$ cat src/pkg/kbil_pkg.sv
// Package of constants and types for the keypad interrupt latch
`default_nettype none
package kbil_pkg;
  localparam int unsigned NUM_KEYS = 5;
  // Register map (byte offsets on the plain register port)
  localparam logic [3:0] ADDR_STATUS_CTRL = 4'h0;
  localparam logic [3:0] ADDR_ENABLE      = 4'h1;
  localparam logic [3:0] ADDR_BREAK_CTRL  = 4'h2;
  // Status and control register fields
  localparam int unsigned BIT_LEVEL_SENSE = 0;
  localparam int unsigned BIT_MASK        = 1;
  localparam int unsigned BIT_ACK         = 2;
  localparam int unsigned BIT_PENDING     = 3;
  // Break control register field
  localparam int unsigned BIT_BREAK_CLEAR = 0;
  // Reset values
  localparam logic [4:0] RST_ENABLE = 5'h00;
  localparam logic [7:0] RST_DATA   = 8'h00;
  // Vector address presented with the request
  localparam logic [15:0] VECTOR_ADDR = 16'hFFDE;
  // Control bits written by software
  typedef struct packed {
    logic level_sense_select;
    logic request_mask_bit;
    logic break_clear_enable;
  } kbil_ctrl_type;
endpackage : kbil_pkg
`default_nettype wire

$ cat src/design/kbil_sync.sv
// Two-flop synchroniser for the keypad inputs
`default_nettype none
module kbil_sync #(
  parameter int unsigned WIDTH = 5
) (
  input  wire logic             clk,
  input  wire logic             rstn,
  input  wire logic [WIDTH-1:0] async_in,
  output var  logic [WIDTH-1:0] sync_out
);
  logic [WIDTH-1:0] meta_q;

  // First stage read only by second stage; idle level is high
  always_ff @(posedge clk or negedge rstn) begin
    if (!rstn) begin
      meta_q   <= '1;
      sync_out <= '1;
    end else begin
      meta_q   <= async_in;
      sync_out <= meta_q;
    end
  end
endmodule // kbil_sync
`default_nettype wire

$ cat src/design/kbil_latch.sv
// Keypad interrupt latch: pins, request latch and register port
// Functional notes
// - Five inputs, per-input enable, one mask
// - Enable bit also switches pullup on
// - Latch request on low after all high
// - Edge mode ignores edge while another low
// - Level mode holds request while any low
// - Level mode clears after ack and all high
// - Ack from vector fetch or software write
// - Edge after ack write latches new request
// - Unmasked request presented, vector FFDE
// - Edge mode ack clears request at once
// - Reset clears request and level select
// - Pending flag readable, independent of mask
// - Enable forces pin input, direction ignored
// - Active in wait/stop; request wakes CPU
// - Break with clear disabled blocks ack write
// - Break with clear enabled allows clearing
// - Ack bit write-only, reads zero
// - Level select one adds low-level sense
// - Reset clears mask and all enables
//
// Our own choices: the address-and-strobe port and the register offsets.
`default_nettype none
module kbil_latch #(
  parameter int unsigned NUM_KEYS = kbil_pkg::NUM_KEYS
) (
  input  wire logic                clk,
  input  wire logic                rstn,
  // Register port
  input  wire logic [3:0]          reg_addr,
  input  wire logic [7:0]          reg_wdata,
  input  wire logic                reg_wr,
  input  wire logic                reg_rd,
  output var  logic [7:0]          reg_rdata,
  // Keypad pins and port logic
  input  wire logic [NUM_KEYS-1:0] keypad_irq_pin,
  input  wire logic [NUM_KEYS-1:0] port_dir_out,
  output logic      [NUM_KEYS-1:0] pullup_en,
  output logic      [NUM_KEYS-1:0] pin_out_en,
  // CPU side
  input  wire logic                vector_fetch,
  input  wire logic                break_state,
  output logic                     irq_request,
  output logic                     wake_request,
  output logic      [15:0]         irq_vector
);
  logic [NUM_KEYS-1:0] input_enable_bits_q;
  logic                level_sense_select_q;
  logic                request_mask_bit_q;
  logic                break_clear_enable_q;
  logic                pending_flag_q;
  logic                pending_flag_d;
  logic                ack_seen_q;
  logic                ack_seen_d;
  logic                any_low_q;
  logic [NUM_KEYS-1:0] keys_sync;
  logic [7:0]          rdata_d;
  kbil_pkg::kbil_ctrl_type ctrl;

  // Synchronise the pins before detection
  kbil_sync #(
    .WIDTH    (NUM_KEYS)
  ) u_sync (
    .clk      (clk),
    .rstn     (rstn),
    .async_in (keypad_irq_pin),
    .sync_out (keys_sync)
  );

  // Write decodes
  wire wr_status = reg_wr && (reg_addr == kbil_pkg::ADDR_STATUS_CTRL);
  wire wr_enable = reg_wr && (reg_addr == kbil_pkg::ADDR_ENABLE);
  wire wr_break  = reg_wr && (reg_addr == kbil_pkg::ADDR_BREAK_CTRL);
  wire ack_write = wr_status && reg_wdata[kbil_pkg::BIT_ACK];

  // Acknowledge; software write gated while break protects the flag
  wire ack_blocked = break_state && !break_clear_enable_q;
  wire ack_event   = vector_fetch || (ack_write && !ack_blocked);

  // Enabled-input level detection
  wire any_low   = |(input_enable_bits_q & ~keys_sync);
  wire edge_trig = any_low && !any_low_q;

  // Pullups and pin direction follow enables
  assign pullup_en  = input_enable_bits_q;
  assign pin_out_en = port_dir_out & ~input_enable_bits_q;

  assign ctrl.level_sense_select = level_sense_select_q;
  assign ctrl.request_mask_bit   = request_mask_bit_q;
  assign ctrl.break_clear_enable = break_clear_enable_q;

  // Request presentation
  assign irq_request  = pending_flag_q && !ctrl.request_mask_bit;
  assign wake_request = irq_request;
  assign irq_vector   = kbil_pkg::VECTOR_ADDR;

  // Next pending state: set wins over clear
  always_comb begin
    pending_flag_d = pending_flag_q;
    ack_seen_d     = ack_seen_q;
    if (ctrl.level_sense_select) begin
      if (ack_event) begin
        ack_seen_d = 1'b1;
      end
      if ((ack_event || ack_seen_q) && !any_low) begin
        pending_flag_d = 1'b0;
        ack_seen_d     = 1'b0;
      end
      if (any_low && !(ack_event || ack_seen_q)) begin
        pending_flag_d = 1'b1;
      end
    end else begin
      ack_seen_d = 1'b0;
      if (ack_event) begin
        pending_flag_d = 1'b0;
      end
    end
    if (edge_trig) begin
      pending_flag_d = 1'b1;
      ack_seen_d     = 1'b0;
    end
  end

  // Pending flag, ack memory and previous level
  always_ff @(posedge clk or negedge rstn) begin
    if (!rstn) begin
      pending_flag_q <= 1'b0;
      ack_seen_q     <= 1'b0;
      any_low_q      <= 1'b0;
    end else begin
      pending_flag_q <= pending_flag_d;
      ack_seen_q     <= ack_seen_d;
      any_low_q      <= any_low;
    end
  end

  // Control registers
  always_ff @(posedge clk or negedge rstn) begin
    if (!rstn) begin
      input_enable_bits_q  <= NUM_KEYS'(kbil_pkg::RST_ENABLE);
      level_sense_select_q <= 1'b0;
      request_mask_bit_q   <= 1'b0;
      break_clear_enable_q <= 1'b0;
    end else begin
      if (wr_enable) begin
        input_enable_bits_q <= reg_wdata[NUM_KEYS-1:0];
      end
      if (wr_status) begin
        level_sense_select_q <= reg_wdata[kbil_pkg::BIT_LEVEL_SENSE];
        request_mask_bit_q   <= reg_wdata[kbil_pkg::BIT_MASK];
      end
      if (wr_break) begin
        break_clear_enable_q <= reg_wdata[kbil_pkg::BIT_BREAK_CLEAR];
      end
    end
  end

  // Read mux; ack bit always reads zero
  always_comb begin
    rdata_d = kbil_pkg::RST_DATA;
    case (reg_addr)
      kbil_pkg::ADDR_STATUS_CTRL: begin
        rdata_d[kbil_pkg::BIT_LEVEL_SENSE] = level_sense_select_q;
        rdata_d[kbil_pkg::BIT_MASK]        = request_mask_bit_q;
        rdata_d[kbil_pkg::BIT_PENDING]     = pending_flag_q;
      end
      kbil_pkg::ADDR_ENABLE: begin
        rdata_d[NUM_KEYS-1:0] = input_enable_bits_q;
      end
      kbil_pkg::ADDR_BREAK_CTRL: begin
        rdata_d[kbil_pkg::BIT_BREAK_CLEAR] = break_clear_enable_q;
      end
      default: begin
        rdata_d = kbil_pkg::RST_DATA;
      end
    endcase
  end

  // Read data valid the cycle after the strobe only
  always_ff @(posedge clk or negedge rstn) begin
    if (!rstn) begin
      reg_rdata <= kbil_pkg::RST_DATA;
    end else if (reg_rd) begin
      reg_rdata <= rdata_d;
    end else begin
      reg_rdata <= kbil_pkg::RST_DATA;
    end
  end

  // Assertions
  property p_edge_latch;
    @(posedge clk) disable iff (!rstn)
      edge_trig |=> pending_flag_q;
  endproperty
  a_edge_latch: assert property (p_edge_latch)
    else $error("edge did not latch request");

  property p_edge_ack_clear;
    @(posedge clk) disable iff (!rstn)
      (!level_sense_select_q && ack_event && !edge_trig)
        |=> !pending_flag_q;
  endproperty
  a_edge_ack_clear: assert property (p_edge_ack_clear)
    else $error("edge-mode ack did not clear");

  property p_level_hold;
    @(posedge clk) disable iff (!rstn)
      (level_sense_select_q && pending_flag_q && any_low)
        |=> pending_flag_q;
  endproperty
  a_level_hold: assert property (p_level_hold)
    else $error("request dropped while key low");

  property p_break_protect;
    @(posedge clk) disable iff (!rstn)
      (ack_write && ack_blocked && !vector_fetch && pending_flag_q)
        |=> pending_flag_q;
  endproperty
  a_break_protect: assert property (p_break_protect)
    else $error("ack cleared flag in protected break");

  property p_mask;
    @(posedge clk) disable iff (!rstn)
      irq_request == (pending_flag_q && !request_mask_bit_q);
  endproperty
  a_mask: assert property (p_mask)
    else $error("irq not gated by mask");

  property p_read_pending;
    @(posedge clk) disable iff (!rstn)
      (reg_rd && reg_addr == kbil_pkg::ADDR_STATUS_CTRL)
        |=> reg_rdata[kbil_pkg::BIT_PENDING] == $past(pending_flag_q);
  endproperty
  a_read_pending: assert property (p_read_pending)
    else $error("pending flag misread");

  property p_ack_reads_zero;
    @(posedge clk) disable iff (!rstn)
      !reg_rdata[kbil_pkg::BIT_ACK];
  endproperty
  a_ack_reads_zero: assert property (p_ack_reads_zero)
    else $error("ack bit read as one");

  property p_pullup;
    @(posedge clk) disable iff (!rstn)
      $rose(input_enable_bits_q[0]) |-> pullup_en[0] && !pin_out_en[0];
  endproperty
  a_pullup: assert property (p_pullup)
    else $error("enable did not set pullup and input");

  property p_sync_delay;
    @(posedge clk) disable iff (!rstn)
      ($past(rstn) && $past(rstn, 2))
        |-> keys_sync == $past(keypad_irq_pin, 2);
  endproperty
  a_sync_delay: assert property (p_sync_delay)
    else $error("synchroniser delay wrong");

  // No level-mode clear without an acknowledge
  property p_level_no_clear;
    @(posedge clk) disable iff (!rstn)
      (level_sense_select_q && pending_flag_q && !ack_event && !ack_seen_q)
        |=> pending_flag_q;
  endproperty
  a_level_no_clear: assert property (p_level_no_clear)
    else $error("level request cleared without ack");

  // Remembered ack clears once all keys high
  property p_level_late_clear;
    @(posedge clk) disable iff (!rstn)
      (level_sense_select_q && ack_seen_q && !any_low)
        |=> !pending_flag_q;
  endproperty
  a_level_late_clear: assert property (p_level_late_clear)
    else $error("level request kept after ack and release");

  // Enabled pins are never driven
  property p_pin_input;
    @(posedge clk) disable iff (!rstn)
      (pin_out_en & input_enable_bits_q) == '0;
  endproperty
  a_pin_input: assert property (p_pin_input)
    else $error("enabled pin driven as output");

  // Unmasked request wakes the CPU
  property p_wake;
    @(posedge clk) disable iff (!rstn)
      irq_request |-> wake_request;
  endproperty
  a_wake: assert property (p_wake)
    else $error("request did not raise wake");

  // First cycle after reset shows the reset state
  property p_reset_clear;
    @(posedge clk) disable iff (!rstn)
      !$past(rstn)
        |-> !pending_flag_q && !level_sense_select_q && !request_mask_bit_q
          && (input_enable_bits_q == '0);
  endproperty
  a_reset_clear: assert property (p_reset_clear)
    else $error("state not cleared by reset");

  c_edge: cover property (@(posedge clk) disable iff (!rstn)
    edge_trig ##1 irq_request);
  c_level_clear: cover property (@(posedge clk) disable iff (!rstn)
    level_sense_select_q && ack_event && any_low ##[1:20] !pending_flag_q);
  c_break: cover property (@(posedge clk) disable iff (!rstn)
    ack_write && ack_blocked && pending_flag_q);
  c_break_clear: cover property (@(posedge clk) disable iff (!rstn)
    ack_write && break_state && break_clear_enable_q && pending_flag_q);
  c_level_hold: cover property (@(posedge clk) disable iff (!rstn)
    level_sense_select_q && ack_seen_q && any_low);
endmodule // kbil_latch
`default_nettype wire

$ cat config.mk
export PLATFORM = sky130hd
export DESIGN_NAME = kbil_latch
export DESIGN_NICKNAME = d
export VERILOG_FILES = /design/src/pkg/kbil_pkg.sv /design/src/design/kbil_sync.sv /design/src/design/kbil_latch.sv
export SDC_FILE = /design/constraint.sdc
export NUM_CORES = 1
export LEC_CHECK = 0
export BUFFER_PORTS_ARGS = -buffer_cell sky130_fd_sc_hd__buf_4
export CORE_ASPECT_RATIO = 0.9
export CORE_MARGIN = 5
export CORE_UTILIZATION = 40
export CTS_CLUSTER_DIAMETER = 50
export DETAILED_ROUTE_END_ITERATION = 8
export PLACE_DENSITY = 0.72
export SETUP_SLACK_MARGIN = 0.4
export SLEW_MARGIN = 20
export SYNTH_ARGS = -nofsm -noshare
export SYNTH_HDL_FRONTEND = slang
export SYNTH_SLANG_ARGS = --single-unit
$ cat constraint.sdc
create_clock -name clk -period 2.48 [get_ports clk]
set_input_delay 0.124 -clock clk [delete_from_list [all_inputs] [get_ports clk]]
set_output_delay 0.124 -clock clk [all_outputs]
set_load 0.005 [all_outputs]
==> flow_metrics.tcl <==
set metrics [dict create \
    whs_ns 0.0294 \
    synth_largest_area_cell "dfrtp_1" \
    cts_sinks 26 \
    holdCritStartpoint "reg_wdata[3]" \
    design.core.area_mm2 0.00307 \
    hold_path_depth 2 \
    io_pins 64 \
    layout-drive-gt1-share 0.474 \
    final_nets 187 \
    met3_usage 0.0461 \
    rsz0062_at_grt "false" \
    clkPwrFrac 0.197 \
    fillCellCount 269 \
    busiest_layer "met2" \
    yosysMostFrequentCell "buf_4" \
    yosysSeqAreaShare 0.521 \
    cp-start-kind "flop" \
    antenna_cells 0 \
    initial_core_util 0.415 \
    slew_viol_final 0 \
    yosys-top-cells-count "buf_4 (20), dfrtp_1 (16), dfstp_2 (10), inv_1 (10), mux2_2 (7)" \
    ys_seq_elements 26 \
    grt_max_degree 27 \
    async_flop_share 1.00 \
    rows 19 \
    internal_power_uw 756 \
    period_minus_slack_ns 1.99 \
    finalHoldViolCount 0 \
    dieArea_mm2 0.00441 \
    first_global_vias 844 \
    dpl.hpwl_um 1930 \
    worstSkewPairLatency_ns 0.32 \
    irDropWorstVdd_uv 422 \
    multiInputGateArea_um2 472 \
    whs_endpoint "pullup_en[3]" \
    period_share 0.802 \
    required_ns 2.70 \
    vias 841 \
    crit_type "reg -> reg" \
    wirelength_um 2500 \
    setup_viol 0 \
    track_usage 0.111 \
    gp_congestion 0.844 \
    rr_worst_depth 8 \
    cts-root-buf "clkbuf_4" \
    dr.pass1.iters 4 \
    routedWlPerCell_um 12.6 \
    leakage_nw 0.830 \
    reg2reg_from "u_sync.sync_out[0]" \
    cts.reportedPaths.clkPinSlew_ns 0.13 \
    r2r_end "pending_flag_q" \
    synth_top_area_frac 0.315 \
    synth_area_mm2 0.00127 \
    powerDensity_mw_per_mm2 636 \
    chipHeight_um 63.5 \
    status "finished, final reports clean" \
    regArea_um2 663 \
    io_buffers 41 \
    worst-r2r-setup-slack_ns 0.49 \
    maxCapViolCount 0 \
    fmax_mhz 503 \
    crit_arrival_ns 2.21 \
    seq_power_share 0.511 \
    netSwitchingPower_uw 294 \
    synth-main-ff-cell "dfrtp_1" \
    fin_skew_ns 0.00924 \
    yosysWarningCount 0 \
    viasPerCell 4.25 \
    cts_tree "done" \
    tns_ns 0 \
    syn_inst 107 \
    grt_pass1_wl_um 4020 \
    die_w_um 69.5 \
    yosys-top-cells-area "dfrtp_1 (31%), dfstp_2 (21%), buf_4 (12%)" \
    initialDrtViolationCount 47 \
    synth_edf_count 0 \
    grt_use_met1 0.134 \
    route.antenna.remaining_nets 0 \
    comb_power_share 0.292 \
    cts_inserted_buffers 3 \
    antenna_found_initial 0 \
    worst_setup_path_end_kind "flop" \
    clockBufferDepth 2 \
    netSwitchingFraction 0.280 \
    h-tree-depth 1 \
    ys_types 30 \
    gr-usage-met2 0.192 \
    critPathMaxFanout 3 \
    grt.overflow.total 0 \
    hold_class "in -> reg" \
    avgSynthCellArea_um2 11.9 \
    drc 0 \
    area_growth_pct 29.8 \
]
==> logic make-up (layout without fill, tap and decap cells) <==
logic type | after synthesis | count (layout) | share of synthesized area
adder cells (fa/ha/maj) | 2 | 2 | 0.0197
other | 2 | 19 | 0.00590
flip-flops | 26 | 26 | 0.521
AO/OA/AOI/OAI | 9 | 9 | 0.0738
multiplexers | 11 | 11 | 0.0934
buffers and inverters | 32 | 64 | 0.160
AND/OR/NAND/NOR | 25 | 25 | 0.126
==> per-stage QoR <==
stage / setup WS, ns / power (mW) / instances / cell area [µm²] / utilization
floorplan: 0.536 / 0.708 / 124 / 1340 / -
global placement: 0.448 / 0.814 / 185 / 1530 / 0.499
detailed placement: 0.369 / 0.826 / 185 / 1530 / 0.499
CTS: 0.469 / 1.05 / 196 / 1630 / 0.533
global route: 0.398 / 1.12 / 198 / 1650 / 0.539
finish: 0.492 / 1.05 / 198 / 1650 / 0.539
==> area by class of cell <==
type                       instances  area share
tap                               42      0.0318
timing repair buffer              50       0.236
clock buffer                       4      0.0220
inverter                          10      0.0227
multi-input combinational         66       0.286
sequential                        26       0.402
==> placed cells by master, fill, tap and decap left out, drive strengths merged, types with 4 or more instances in the layout <==
cell type / n
buf: 44
conb: 19
dfrtp: 16
inv: 10
dfstp: 10
nor2b: 8
mux2: 7
dlygate4sd3: 6
nor2: 5
mux2i: 4
clkbuf: 4
==> timing repair <==
| action | CTS | global route |
|---|---|---|
| endpoints found under the hold margin | 31 | 0 |
| setup buffers | 1 | 2 |
| hold buffers | 6 | 0 |
| resized for setup | 0 | 1 |
| setup endpoints to repair | 1 | 1 |
| pin swaps | 1 | 3 |
==> per-layer routing <==
layer  part of all wire  vias to the layer above
met1               0.39                      387
met4                  0                        0
met2               0.50                       49
met5                  0                        -
li1                   -                      405
met3               0.11                        0
==> sequential cells by signal (all words and copies together), names as in the netlist <==
register,flops
pullup_en,5
request_mask_bit_q,1
pending_flag_q,1
break_clear_enable_q,1
u_sync.sync_out,5
reg_rdata,5
level_sense_select_q,1
ack_seen_q,1
any_low_q,1
u_sync.meta_q,5
==> critical path, cell delays in order, from the launching register on <==
cell and delay [ns]:
dfstp_2 0.54, inv_1 0.03, a222oi_1 0.37, and2_1 0.24
inv_1 0.07, ha_1 0.28, nor2_2 0.10, mux2i_1 0.19
o22ai_1 0.08
==> power groups by stage <==
stage          logic, mW  registers, mW  clock network, mW
2_1_floorplan      0.177          0.531                  0
3_3_place_gp       0.272          0.543                  0
3_5_place_dp       0.280          0.545                  0
4_1_cts            0.293          0.538              0.215
5_1_grt            0.341          0.546              0.233
6_report           0.307          0.537              0.207
==> how the worst max path moves through the flow <==
| stage | start | to | cells after the start |
|---|---|---|---|
| 3_3_place_gp | u_sync.sync_out[0] | pending_flag_q | 8 |
| 3_5_place_dp | u_sync.sync_out[0] | pending_flag_q | 8 |
| 5_1_grt | u_sync.sync_out[0] | pending_flag_q | 8 |
| 2_1_floorplan | u_sync.sync_out[0] | pending_flag_q | 8 |
| 4_1_cts | u_sync.sync_out[4] | pending_flag_q | 8 |
| 6_report | u_sync.sync_out[0] | pending_flag_q | 8 |
(Power assumes the default switching activity.)
